File: src/do_assign_map.vh
// Purpose: constants for the digital output assign logic
// Assumes: 32-bit avalon slave, byte addresses, one word per register
// Notes:   per-output registers sit at a stride of 8 bytes
// How it works
// final polarity: 0 passes, 1 inverts
// latch: 0 none, 1 hold ON, 2 hold OFF
// power-up OFF never counts as latch event
// reset clears every held latch state
// release-all command clears all held latches; a latch event in the release cycle keeps its latch held
// writing latch setting zero releases output
// control output settings need relay type, function 1-4
// event output settings need fitted hardware, function 1-4
// normally-closed source feeds constant asserted term
// function 1 is (A and B) or (C and D)
// per-input polarity bits, bit0 A to bit3 D
// order: input polarity, function, final polarity, latch
`ifndef DO_ASSIGN_MAP_VH
`define DO_ASSIGN_MAP_VH

// register offsets (bytes)
`define OUT_CFG_BASE     8'h00
`define OUT_ASG_BASE     8'h04
`define OUT_STRIDE       8'h08
`define GLOBAL_CTRL_ADDR 8'h40
`define GLOBAL_STAT_ADDR 8'h44

// configuration word fields
`define CFG_OP_LSB       0
`define CFG_OP_MSB       2
`define CFG_INPOL_LSB    4
`define CFG_INPOL_MSB    7
`define CFG_FPOL_BIT     8
`define CFG_LATCH_LSB    12
`define CFG_LATCH_MSB    13
`define CFG_WIDTH        14
`define CFG_RESET        14'h0000

// assign word: four 6-bit source selects, A lowest
`define SEL_WIDTH        6
`define ASG_WIDTH        24
`define ASG_RESET        24'h000000

// control and status fields
`define CTRL_RELEASE_BIT 0
`define STAT_HELD_LSB    8

// operation types (none, then bit functions 1-4)
`define OP_NONE          3'h0
`define OP_FUNC1         3'h1
`define OP_FUNC2         3'h2
`define OP_FUNC3         3'h3
`define OP_FUNC4         3'h4

// latch settings
`define LATCH_NONE       2'h0
`define LATCH_ON         2'h1
`define LATCH_OFF        2'h2

// source selects
`define SEL_OPEN         6'h00
`define SEL_CLOSED       6'h01
`define SEL_FIRST_SRC    6'h02

`endif

File: src/do_assign_top.v
// Purpose: five digital output assign paths with an avalon register slave
// Assumes: sources and release key are synchronous to clk
// Notes:   outputs 0..1 are control outputs, 2..4 event outputs
//          map per output n: config word at 0x00+8n, assign word at
//          0x04+8n; release command at 0x40, status at 0x44
//          config: op 2:0, input polarity 7:4, final polarity 8,
//          latch 13:12; assign: four 6-bit selects, A lowest
//          final polarity and latch writes are dropped unless the
//          output is fitted and the new op is a bit function, so one
//          word can open the function and set both at once
//          every request costs two cycles; no pipelining is offered
//          since settings change rarely and area is scarce
`timescale 1ns/1ps
`include "do_assign_map.vh"

module do_assign_top
#(
   parameter NSRC = 48,
   parameter NOUT = 5
)
(
   // clock and reset
   clk,
   rst,
   // avalon-mm slave
   address,
   read,
   write,
   byteenable,
   writedata,
   readdata,
   waitrequest,
   // hardware fit and type: relay or pulse type, or event output fitted
   outFitted,
   // front key release-all pulse
   releaseKey,
   // internal event and contact sources
   srcVec,
   // digital outputs to drivers
   doOut,
   doHeld
);

   input  wire             clk;
   input  wire             rst;
   input  wire [7:0]       address;
   input  wire             read;
   input  wire             write;
   input  wire [3:0]       byteenable;
   input  wire [31:0]      writedata;
   output reg  [31:0]      readdata;
   output wire             waitrequest;
   input  wire [NOUT-1:0]  outFitted;
   input  wire             releaseKey;
   input  wire [NSRC-1:0]  srcVec;
   output wire [NOUT-1:0]  doOut;
   output wire [NOUT-1:0]  doHeld;

   reg  [`CFG_WIDTH-1:0] cfg_q [0:NOUT-1];
   reg  [`ASG_WIDTH-1:0] asg_q [0:NOUT-1];
   reg                   ack_q;
   reg                   rel_q;
   wire [31:0]           beMask;
   wire                  take;
   wire                  relCmd;

   // one wait state: the answer comes one edge after the request
   assign take        = (read | write) & ~ack_q;
   assign waitrequest = (read | write) & ~ack_q;
   assign beMask      = {{8{byteenable[3]}}, {8{byteenable[2]}},
                         {8{byteenable[1]}}, {8{byteenable[0]}}};

   // release-all command word decoded from the bus
   assign relCmd = take & write &
                   (address == `GLOBAL_CTRL_ADDR) & byteenable[0] &
                   writedata[`CTRL_RELEASE_BIT];

   // handshake state and release pulse from bus or keys
   always @(posedge clk)
   begin
      if (rst)
      begin
         ack_q <= 1'b0;
         rel_q <= 1'b0;
      end
      else
      begin
         ack_q <= take;
         rel_q <= releaseKey | relCmd;
      end
   end

   genvar g;
   generate
      for (g = 0; g < NOUT; g = g + 1)
      begin : outPath
         wire [7:0]            cfgAddr;
         wire [7:0]            asgAddr;
         wire [31:0]           cfgOld;
         wire [31:0]           cfgNew;
         wire [31:0]           asgOld;
         wire [31:0]           asgNew;
         wire [2:0]            newOp;
         wire                  canSet;
         wire [31:0]           gIdx;
         wire                  cfgHit;
         wire                  asgHit;

         // index held in a plain vector so it can be cut to 8 bits
         assign gIdx    = g;
         assign cfgAddr = `OUT_CFG_BASE + gIdx[7:0] * `OUT_STRIDE;
         assign asgAddr = `OUT_ASG_BASE + gIdx[7:0] * `OUT_STRIDE;
         // word decode for this output
         assign cfgHit  = (address == cfgAddr);
         assign asgHit  = (address == asgAddr);
         assign cfgOld  = {{(32-`CFG_WIDTH){1'b0}}, cfg_q[g]};
         assign cfgNew  = (cfgOld & ~beMask) | (writedata & beMask);
         assign asgOld  = {{(32-`ASG_WIDTH){1'b0}}, asg_q[g]};
         assign asgNew  = (asgOld & ~beMask) | (writedata & beMask);
         assign newOp   = cfgNew[`CFG_OP_MSB:`CFG_OP_LSB];
         // final polarity and latch open only to fitted outputs
         assign canSet  = outFitted[g] &&
                          newOp >= `OP_FUNC1 &&
                          newOp <= `OP_FUNC4;

         // per-output setting registers
         always @(posedge clk)
         begin
            if (rst)
            begin
               cfg_q[g] <= `CFG_RESET;
               asg_q[g] <= `ASG_RESET;
            end
            else if (take & write)
            begin
               if (cfgHit)
               begin
                  cfg_q[g][`CFG_OP_MSB:`CFG_OP_LSB] <= newOp;
                  cfg_q[g][`CFG_INPOL_MSB:`CFG_INPOL_LSB] <=
                     cfgNew[`CFG_INPOL_MSB:`CFG_INPOL_LSB];
                  if (canSet)
                  begin
                     cfg_q[g][`CFG_FPOL_BIT] <=
                        cfgNew[`CFG_FPOL_BIT];
                     cfg_q[g][`CFG_LATCH_MSB:`CFG_LATCH_LSB] <=
                        cfgNew[`CFG_LATCH_MSB:`CFG_LATCH_LSB];
                  end
               end
               if (asgHit)
                  asg_q[g] <= asgNew[`ASG_WIDTH-1:0];
            end
         end

         // one channel per output; the release pulse is shared so every latch
         // without a latch event in that cycle drops in the same cycle
         do_assign_channel
         #(
            .NSRC (NSRC)
         )
         chan
         (
            .clk        (clk),
            .rst        (rst),
            .srcVec     (srcVec),
            .selWord    (asg_q[g]),
            .opType     (cfg_q[g][`CFG_OP_MSB:`CFG_OP_LSB]),
            .inPol      (cfg_q[g][`CFG_INPOL_MSB:`CFG_INPOL_LSB]),
            .finalPol   (cfg_q[g][`CFG_FPOL_BIT]),
            .latchMode  (cfg_q[g][`CFG_LATCH_MSB:`CFG_LATCH_LSB]),
            .releaseAll (rel_q),
            .outQ       (doOut[g]),
            .heldQ      (doHeld[g])
         );
      end
   endgenerate

   // read mux, registered; unmapped words read zero
   // the release word reads zero: it is a command, not a state
   // status shows live outputs and held flags side by side
   integer k;
   always @(posedge clk)
   begin
      if (rst)
         readdata <= 32'h00000000;
      else if (take & read)
      begin
         readdata <= 32'h00000000;
         for (k = 0; k < NOUT; k = k + 1)
         begin
            if (address == `OUT_CFG_BASE + k[7:0] * `OUT_STRIDE)
               readdata <= {{(32-`CFG_WIDTH){1'b0}}, cfg_q[k]};
            if (address == `OUT_ASG_BASE + k[7:0] * `OUT_STRIDE)
               readdata <= {{(32-`ASG_WIDTH){1'b0}}, asg_q[k]};
         end
         if (address == `GLOBAL_STAT_ADDR)
         begin
            readdata[NOUT-1:0] <= doOut;
            readdata[`STAT_HELD_LSB +: NOUT] <= doHeld;
         end
      end
   end

endmodule // do_assign_top

File: src/do_assign_channel.v
// Purpose: one output path: input polarity, bit function, polarity, latch
// Assumes: settings come from registers on the same clock
// Notes:   output and held flag are registered
`timescale 1ns/1ps
`include "do_assign_map.vh"

module do_assign_channel
#(
   parameter NSRC = 48
)
(
   // clock and reset
   input  wire                   clk,
   input  wire                   rst,
   // sources and settings
   input  wire [NSRC-1:0]        srcVec,
   input  wire [`ASG_WIDTH-1:0]  selWord,
   input  wire [2:0]             opType,
   input  wire [3:0]             inPol,
   input  wire                   finalPol,
   input  wire [1:0]             latchMode,
   input  wire                   releaseAll,
   // result
   output reg                    outQ,
   output reg                    heldQ
);

   reg  [3:0] term;
   reg  [3:0] pol;
   reg        func;
   reg        res;
   reg        prevQ;
   reg  [1:0] modeQ;
   integer    i;
   reg  [`SEL_WIDTH-1:0] sel;

   // pick the four assign terms and apply per-input polarity
   always @*
   begin
      term = 4'h0;
      sel  = `SEL_OPEN;
      for (i = 0; i < 4; i = i + 1)
      begin
         sel = selWord[i*`SEL_WIDTH +: `SEL_WIDTH];
         if (sel == `SEL_CLOSED)
            term[i] = 1'b1;
         else if (sel >= `SEL_FIRST_SRC &&
                  sel < `SEL_FIRST_SRC + NSRC)
            term[i] = srcVec[sel - `SEL_FIRST_SRC];
         else
            term[i] = 1'b0;
      end
      pol = term ^ inPol;
   end

   // bit function then final polarity
   always @*
   begin
      case (opType)
         `OP_FUNC1: func = (pol[0] & pol[1]) | (pol[2] & pol[3]);
         `OP_FUNC2: func = (pol[0] | pol[1]) & (pol[2] | pol[3]);
         `OP_FUNC3: func = |pol;
         `OP_FUNC4: func = &pol;
         default:   func = 1'b0;
      endcase
      res = func ^ finalPol;
   end

   // latch stage; prevQ starts low so the power-up OFF never latches
   always @(posedge clk)
   begin
      if (rst)
      begin
         heldQ <= 1'b0;
         prevQ <= 1'b0;
         modeQ <= `LATCH_NONE;
         outQ  <= 1'b0;
      end
      else
      begin
         prevQ <= res;
         modeQ <= latchMode;
         // a latch event in the release cycle still wins
         if (latchMode == `LATCH_ON && res)
            heldQ <= 1'b1;
         else if (latchMode == `LATCH_OFF && prevQ && !res)
            heldQ <= 1'b1;
         else if (releaseAll)
            heldQ <= 1'b0;
         else if (latchMode != modeQ)
            heldQ <= 1'b0;
         if (latchMode == `LATCH_NONE)
            outQ <= res;
         else if (heldQ && latchMode == modeQ)
            outQ <= (latchMode == `LATCH_ON);
         else
            outQ <= res;
      end
   end

endmodule // do_assign_channel

File: config.mk
export PLATFORM = sky130hd
export DESIGN_NAME = do_assign_top
export DESIGN_NICKNAME = d
export VERILOG_FILES = /design/src/do_assign_top.v /design/src/do_assign_channel.v
export VERILOG_INCLUDE_DIRS = /design/src
export SDC_FILE = /design/constraint.sdc
export NUM_CORES = 1
export LEC_CHECK = 0
export ABC_CLOCK_PERIOD_IN_PS = 9300
export BUFFER_PORTS_ARGS = -buffer_cell sky130_fd_sc_hd__clkbuf_2
export CAP_MARGIN = 20
export CORE_UTILIZATION = 57
export CTS_CLUSTER_DIAMETER = 40
export CTS_CLUSTER_SIZE = 30
export DETAILED_ROUTE_END_ITERATION = 7
export GPL_ROUTABILITY_DRIVEN = 0
export PLACE_DENSITY = 0.75
export SLEW_MARGIN = 30
export SYNTH_ARGS = -nofsm -noshare
export SYNTH_HDL_FRONTEND = slang
export SYNTH_HIERARCHICAL = 1
export SYNTH_SLANG_ARGS = --single-unit
File: constraint.sdc
create_clock -name clk -period 9.3 [get_ports clk]
set_clock_uncertainty 0.2 [all_clocks]
set_input_delay 1.395 -clock clk [delete_from_list [all_inputs] [get_ports clk]]
set_output_delay 1.395 -clock clk [all_outputs]
set_load 0.01 [all_outputs]
After elaboration in Yosys (flattened, before gate mapping)
Memory sizes are Yosys's and may differ from the RTL's. Cells that the tools add are included.

RAM bits: 170. Bits of input ports: 102. Output and inout bits: 43. Flip-flop bits (word level): 59. Memories: 2. Logic and storage cells: 577.

Order comparisons: 70. Bitwise logic cells: 96. Multiplexer cells: 219. Equal/unequal tests: 71. Add/subtract/negate cells: 20. Reduce and logical (&&, ||, !) cells: 76.

Memory list: asg_q (depth 5, width 24, rd ports 5, clocked after Yosys merged registers in 0, wr ports 5, RTL line do_assign_top.v:60) `` reg [`ASG_WIDTH-1:0] asg_q [0:NOUT-1]; ``; cfg_q (depth 5, width 10, rd ports 5, clocked after Yosys merged registers in 0, wr ports 5, RTL line do_assign_top.v:59) `` reg [`CFG_WIDTH-1:0] cfg_q [0:NOUT-1]; ``.

Operators with widths (count): $mux 32 (9); $mux 1 (162); $and 24x24->24 (6); $lt 6x7->1 const B (20); $bmux 1 s6 (20); $eq 6x1->1 const B (20); $ge 6x2->1 const B (20); $lt 6x6->1 const B (20); $mux 24 (5); $or 24x24->24 (5); $sub 6x2->6 const B (20); $and 14x14->14 (5); $or 14x14->14 (5); $logic_and 1x1->1 (50); $or 1x1->1 (42); $eq 8x5->1 const B (4); $eq 3x2->1 const B (10); $not 24->24 (1); $and 1x1->1 (21); $mux 4 (5); $pmux 1 s4 (5); $reduce_and 4->1 (5); $reduce_bool 4->1 (5); $reduce_or 4->1 (5); other kinds (22) (82).

Depth between registers and ports, before layout
An unclocked memory read counts as a cell.

Depth after elaboration: 15. Depth in mapped cells: 16. Mapped depth without buffers: 13.

Hierarchy
The synthesis kept the hierarchy.

Modules (own cells, without submodules): do_assign_channel (outPath[0].chan ...) (area an instance 2771.4 µm², sequential area each 100.1 µm², cells each 287, instances 4); do_assign_top (area an instance 10291.1 µm², sequential area each 5625.4 µm², cells each 1003, instances 1); do_assign_channel (outPath[4].chan) (area an instance 2572.5 µm², sequential area each 100.1 µm², cells each 245, instances 1).

Worst setup path after synthesis
Ideal clock, no wire load.

Path kind: input to register. Start point: input port srcVec[11]. End point: register outPath[0].chan.heldQ. Arrival time: 4059 ps. Stages: 11. Library setup time: 118 ps. Path slack: 4923 ps. Data required time: 8982 ps. Path buffers: 0. Path through: mux4_1 -> mux4_2 -> or4_1 -> nand4_1 -> a21oi_2 -> or3b_1 -> a41oi_2 -> o22ai_1 -> xnor2_2 -> mux2i_1 -> a21oi_1.

Longest elaborated chain between the ends: 13. Elaborated cells between the ends (all ways): 33. Those cells by class: mux: 19; bitwise: 8; reduce/logical: 6.

Ends and longest elaborated chain: start, declared (RTL line do_assign_top.v:55) `input wire [NSRC-1:0] srcVec;`; $bmux 1 s6 (RTL line do_assign_channel.v:49) `` term[i] = srcVec[sel - `SEL_FIRST_SRC]; ``; $mux 1 (RTL line do_assign_channel.v:49); $mux 1 (RTL line do_assign_channel.v:47) `` else if (sel >= `SEL_FIRST_SRC && ``; $mux 1 (RTL line do_assign_channel.v:45) `` if (sel == `SEL_CLOSED) ``; $xor 4x4->4 (*) (RTL line do_assign_channel.v:53) `pol = term ^ inPol;`; $or 1x1->1 / $and 1x1->1 (equally long branches) (RTL line do_assign_channel.v:61, do_assign_channel.v:60); $and 1x1->1 / $or 1x1->1 (equally long branches) (RTL line do_assign_channel.v:61, do_assign_channel.v:60); $pmux 1 s4 (*) (RTL line do_assign_channel.v:59) `case (opType)`; $xor 1x1->1 (*) (RTL line do_assign_channel.v:66) `res = func ^ finalPol;`; $logic_not 1->1 (RTL line do_assign_channel.v:86) `` else if (latchMode == `LATCH_OFF && prevQ && !res) ``; $logic_and 1x1->1 (RTL line do_assign_channel.v:86); $mux 1 (RTL line do_assign_channel.v:86); $mux 1 (RTL line do_assign_channel.v:84) `` if (latchMode == `LATCH_ON && res) ``; end signal, assigned (RTL line do_assign_channel.v:85) `heldQ <= 1'b1;`; end signal, assigned (RTL line do_assign_channel.v:87) `heldQ <= 1'b1;`; end signal, assigned (RTL line do_assign_channel.v:89) `heldQ <= 1'b0;`; end, declared (RTL line do_assign_channel.v:25) `output reg heldQ`.

Mark *: on every way between the ends. The rest lies on a longest branch, timed or not. The select of a mux whose other input is x is not followed. A chain may end at the register's enable or synchronous reset.

Worst setup path after layout
Start point: input port srcVec[40]. End point: register outPath[4].chan.outQ.

Longest elaborated chain between the ends: 11. Elaborated cells between the ends (all ways): 29. Those cells by class: mux: 19; bitwise: 8; reduce/logical: 2.

Ends and longest elaborated chain: $bmux 1 s6 (RTL line do_assign_channel.v:49); $mux 1 (RTL line do_assign_channel.v:49); $mux 1 (RTL line do_assign_channel.v:47); $mux 1 (RTL line do_assign_channel.v:45); $xor 4x4->4 (*) (RTL line do_assign_channel.v:53); $or 1x1->1 / $and 1x1->1 (equally long branches) (RTL line do_assign_channel.v:61, do_assign_channel.v:60); $and 1x1->1 / $or 1x1->1 (equally long branches) (RTL line do_assign_channel.v:61, do_assign_channel.v:60); $pmux 1 s4 (*) (RTL line do_assign_channel.v:59); $xor 1x1->1 (*) (RTL line do_assign_channel.v:66); $mux 1 (RTL line do_assign_channel.v:94) `else if (heldQ && latchMode == modeQ)`; $mux 1 (*) (RTL line do_assign_channel.v:92) `` if (latchMode == `LATCH_NONE) ``; end signal, assigned (RTL line do_assign_channel.v:93) `outQ <= res;`; end signal, assigned (RTL line do_assign_channel.v:95) `` outQ <= (latchMode == `LATCH_ON); ``; end signal, assigned (RTL line do_assign_channel.v:97) `outQ <= res;`; end, declared (RTL line do_assign_channel.v:24) `output reg outQ,`.

Marks and branches as above.

==> results.sh <==
export IMPL_status="complete, but fails checks"
export IMPL_violations="design-rule violations"
export IMPL_track_usage=0.417
export IMPL_switchingPower_mw=1.13
export IMPL_grt_first_pass_wirelength_um=133000
export IMPL_cts_inserted_buffers=34
export IMPL_synth_ff_type="edfxtp_1"
export IMPL_post_cts_buffers=0
export IMPL_p_sw_frac=0.338
export IMPL_internal_power_mw=2.22
export IMPL_drtIter0Drc=4476
export IMPL_fin_crit_ns=5.25
export IMPL_drt_total_wl_um=90400
export IMPL_clkSinkCount=221
export IMPL_path_clk_slew_ns=0.05
export IMPL_ios=145
export IMPL_cts_hold_buffers=0
export IMPL_coreArea_um2=41100
export IMPL_clockBufferDepth=3
export IMPL_ys_seq_area_frac=0.256
export IMPL_pwr_share_comb=0.261
export IMPL_seqPwrFrac=0.357
export IMPL_finalSetupViolCount=0
export IMPL_port_buffers=127
export IMPL_final_common_cell="a21oi_1"
export IMPL_path_class="in2reg"
export IMPL_place_detailed_hpwl_um=58800
export IMPL_cp_start_kind="input port"
export IMPL_overflow=0
export IMPL_grt_max_degree=91
export IMPL_worstPathMaxFanout=20
export IMPL_drive_gt1_frac=0.199
export IMPL_grt_pass1_vias=22101
export IMPL_min_path_type="reg2reg"
export IMPL_fin_nets=2544
export IMPL_synth_distinct_cells=95
export IMPL_fmax_mhz=191
export IMPL_synth_async_reset_ratio=0
export IMPL_fillCellCount=3335
export IMPL_cpPeakStageDelay_ns=0.84
export IMPL_worst_slew_pin_slew_ns=1.04
export IMPL_chipWidth_um=207
export IMPL_vdd_drop_max_uv=175
export IMPL_synth_area_per_cell_um2=10.0
export IMPL_dp_cells=2896
export IMPL_final_cell_mix="233 x a21oi_1, 199 x mux4_2, 189 x nand2b_1, 171 x mux2i_1, 170 x edfxtp_1"
export IMPL_start_util=0.583
export IMPL_drcViolationCount=44
export IMPL_worstSetupEndpointType="flip-flop"
export IMPL_rows=74
export IMPL_instances_no_fill=2960
export IMPL_min_period_over_period=0.564
export IMPL_num_antenna_cells=0
export IMPL_power_leakage_nw=9.02
export IMPL_synth_edf_count=170
export IMPL_grt_setup_unrepaired="no"
export IMPL_syn_inst=2396
export IMPL_pwr_share_clk=0.382
export IMPL_synth_area_um2=23900
export IMPL_tns_ns=0
export IMPL_area_growth_pct=7.82
export IMPL_timing_hold_ws_ns=0.291
export IMPL_ys_ff_latch=221
export IMPL_insertion_delay_ns=0.55
export IMPL_dieArea_um2=42800
export IMPL_clock_root_buffer="clkbuf_16"
export IMPL_slew_headroom=0.303
export IMPL_critPathRequiredTime_ns=9.48
export IMPL_finalMaxSlewViolations=0
export IMPL_power_density_nw_per_um2=130
export IMPL_cp_slowest_cell="o21ai_0"
export IMPL_antenna_found_initial=0
export IMPL_routed_via_count=23347
export IMPL_antenna_left=0
export IMPL_cts_tree="built"
export IMPL_die_height_um=207
export IMPL_crit_arrival_ns=5.43
export IMPL_cts_resized=0
export IMPL_cts_htree_levels=2
export IMPL_wl_per_cell_um=30.5
export IMPL_via_per_inst=7.89
export IMPL_yosysWarnings=6
export IMPL_path_cells="clkbuf_2 -> mux4_1 -> mux4_2 -> nor3b_1 -> o21ai_0 -> a311oi_1 -> a41oi_1 -> o311ai_2 -> nor2_2 -> xor2_1 -> a221oi_1"
export IMPL_cap_violations=0
export IMPL_dr_pass1_iters=8
export IMPL_finalHoldViolCount=0
-- cells in the mapped netlist (all sizes together) (19+ instances only) --
cell,count,area (µm²)
a21oi,237,1200
mux4,223,5110
nand2b,189,1180
mux2i,171,1710
edfxtp,170,5100
nor2,119,464
clkbuf,100,375
buf,93,502
nand2,88,330
inv,79,297
nor3,64,342
o21ai,61,305
nor2b,60,375
nand3,56,280
dfxtp,51,1020
a22oi,50,375
xor2,46,418
o22ai,45,282
ha,40,500
a211oi,35,263
xnor2,30,300
nand4,27,169
nor4,22,156
a21o,21,158
nand3b,19,143
or3,19,124
-- per-stage QoR --
step / power, mW / cell area [µm²] / worst slack [ns] / util
after floorplan: 1.75 / 24000 / 4.92 / -
after global placement: 2.00 / 24600 / 3.96 / 0.599
after detailed placement: 2.03 / 24600 / 3.87 / 0.600
after CTS: 3.29 / 25800 / 4.40 / 0.627
after global routing: 3.42 / 25800 / 4.18 / 0.628
final: 3.35 / 25800 / 4.05 / 0.628
-- routing by layer --
layer,routed length [µm],global-route usage
met1,31500,0.540
met4,5360,0.219
met5,0,0.00230
met3,16300,0.172
met2,37300,0.594
-- kinds of logic after synthesis --
kind of cell / Yosys count / share of synthesized area
mux: 403 / 0.289
buf+inv: 272 / 0.0490
other cells: 1 / 0.000157
flops: 221 / 0.256
xor+xnor: 76 / 0.0300
compound gates: 622 / 0.172
simple gates: 761 / 0.183
fa+ha+maj: 40 / 0.0209
-- worst max-delay path: cells and delay by family --
kind / cells / cell delay, ns
AND/OR/NAND/NOR: 2 / 0.42
multiplexers: 2 / 1.17
AO/OA/AOI/OAI: 5 / 1.71
buffers and inverters: 1 / 0.45
XOR/XNOR: 1 / 0.28
-- registers in the layout, indices dropped and copies added, names as in the netlist --
signal and cells:
asg_q 120, cfg_q 50, readdata 24, outPath.chan/modeQ 10
outPath.chan/heldQ 5, outPath.chan/outQ 5, outPath.chan/prevQ 5, ack_q 1
rel_q 1
-- final timing paths --
path,start,end,slack [ns],depth (start not counted)
hold / removal,readdata[21],readdata[21],0.29,2
hold reg to reg,readdata[21],readdata[21],0.29,2
setup reg to reg,asg_q[4][19],outPath[4].chan/outQ,4.24,12
setup / recovery,srcVec[40],outPath[4].chan/outQ,4.05,11
-- power groups by stage --
stage / sequential (mW) / clock (mW) / combinational (mW)
floorplan: 1.16 / 0 / 0.588
global placement: 1.21 / 0 / 0.792
detailed placement: 1.21 / 0 / 0.818
CTS: 1.19 / 1.28 / 0.824
global route: 1.20 / 1.32 / 0.897
finish: 1.20 / 1.28 / 0.874
-- cell type report --
type	instances	area [µm²]	area share
inverter	79	297	0.0115
clock inverter	24	230	0.00892
clock buffer	38	908	0.0352
tap	532	666	0.0258
sequential	221	6130	0.237
timing repair buffer	156	868	0.0336
multi-input combinational	1910	16700	0.648
Note: power is estimated with default switching activity, not from simulation.
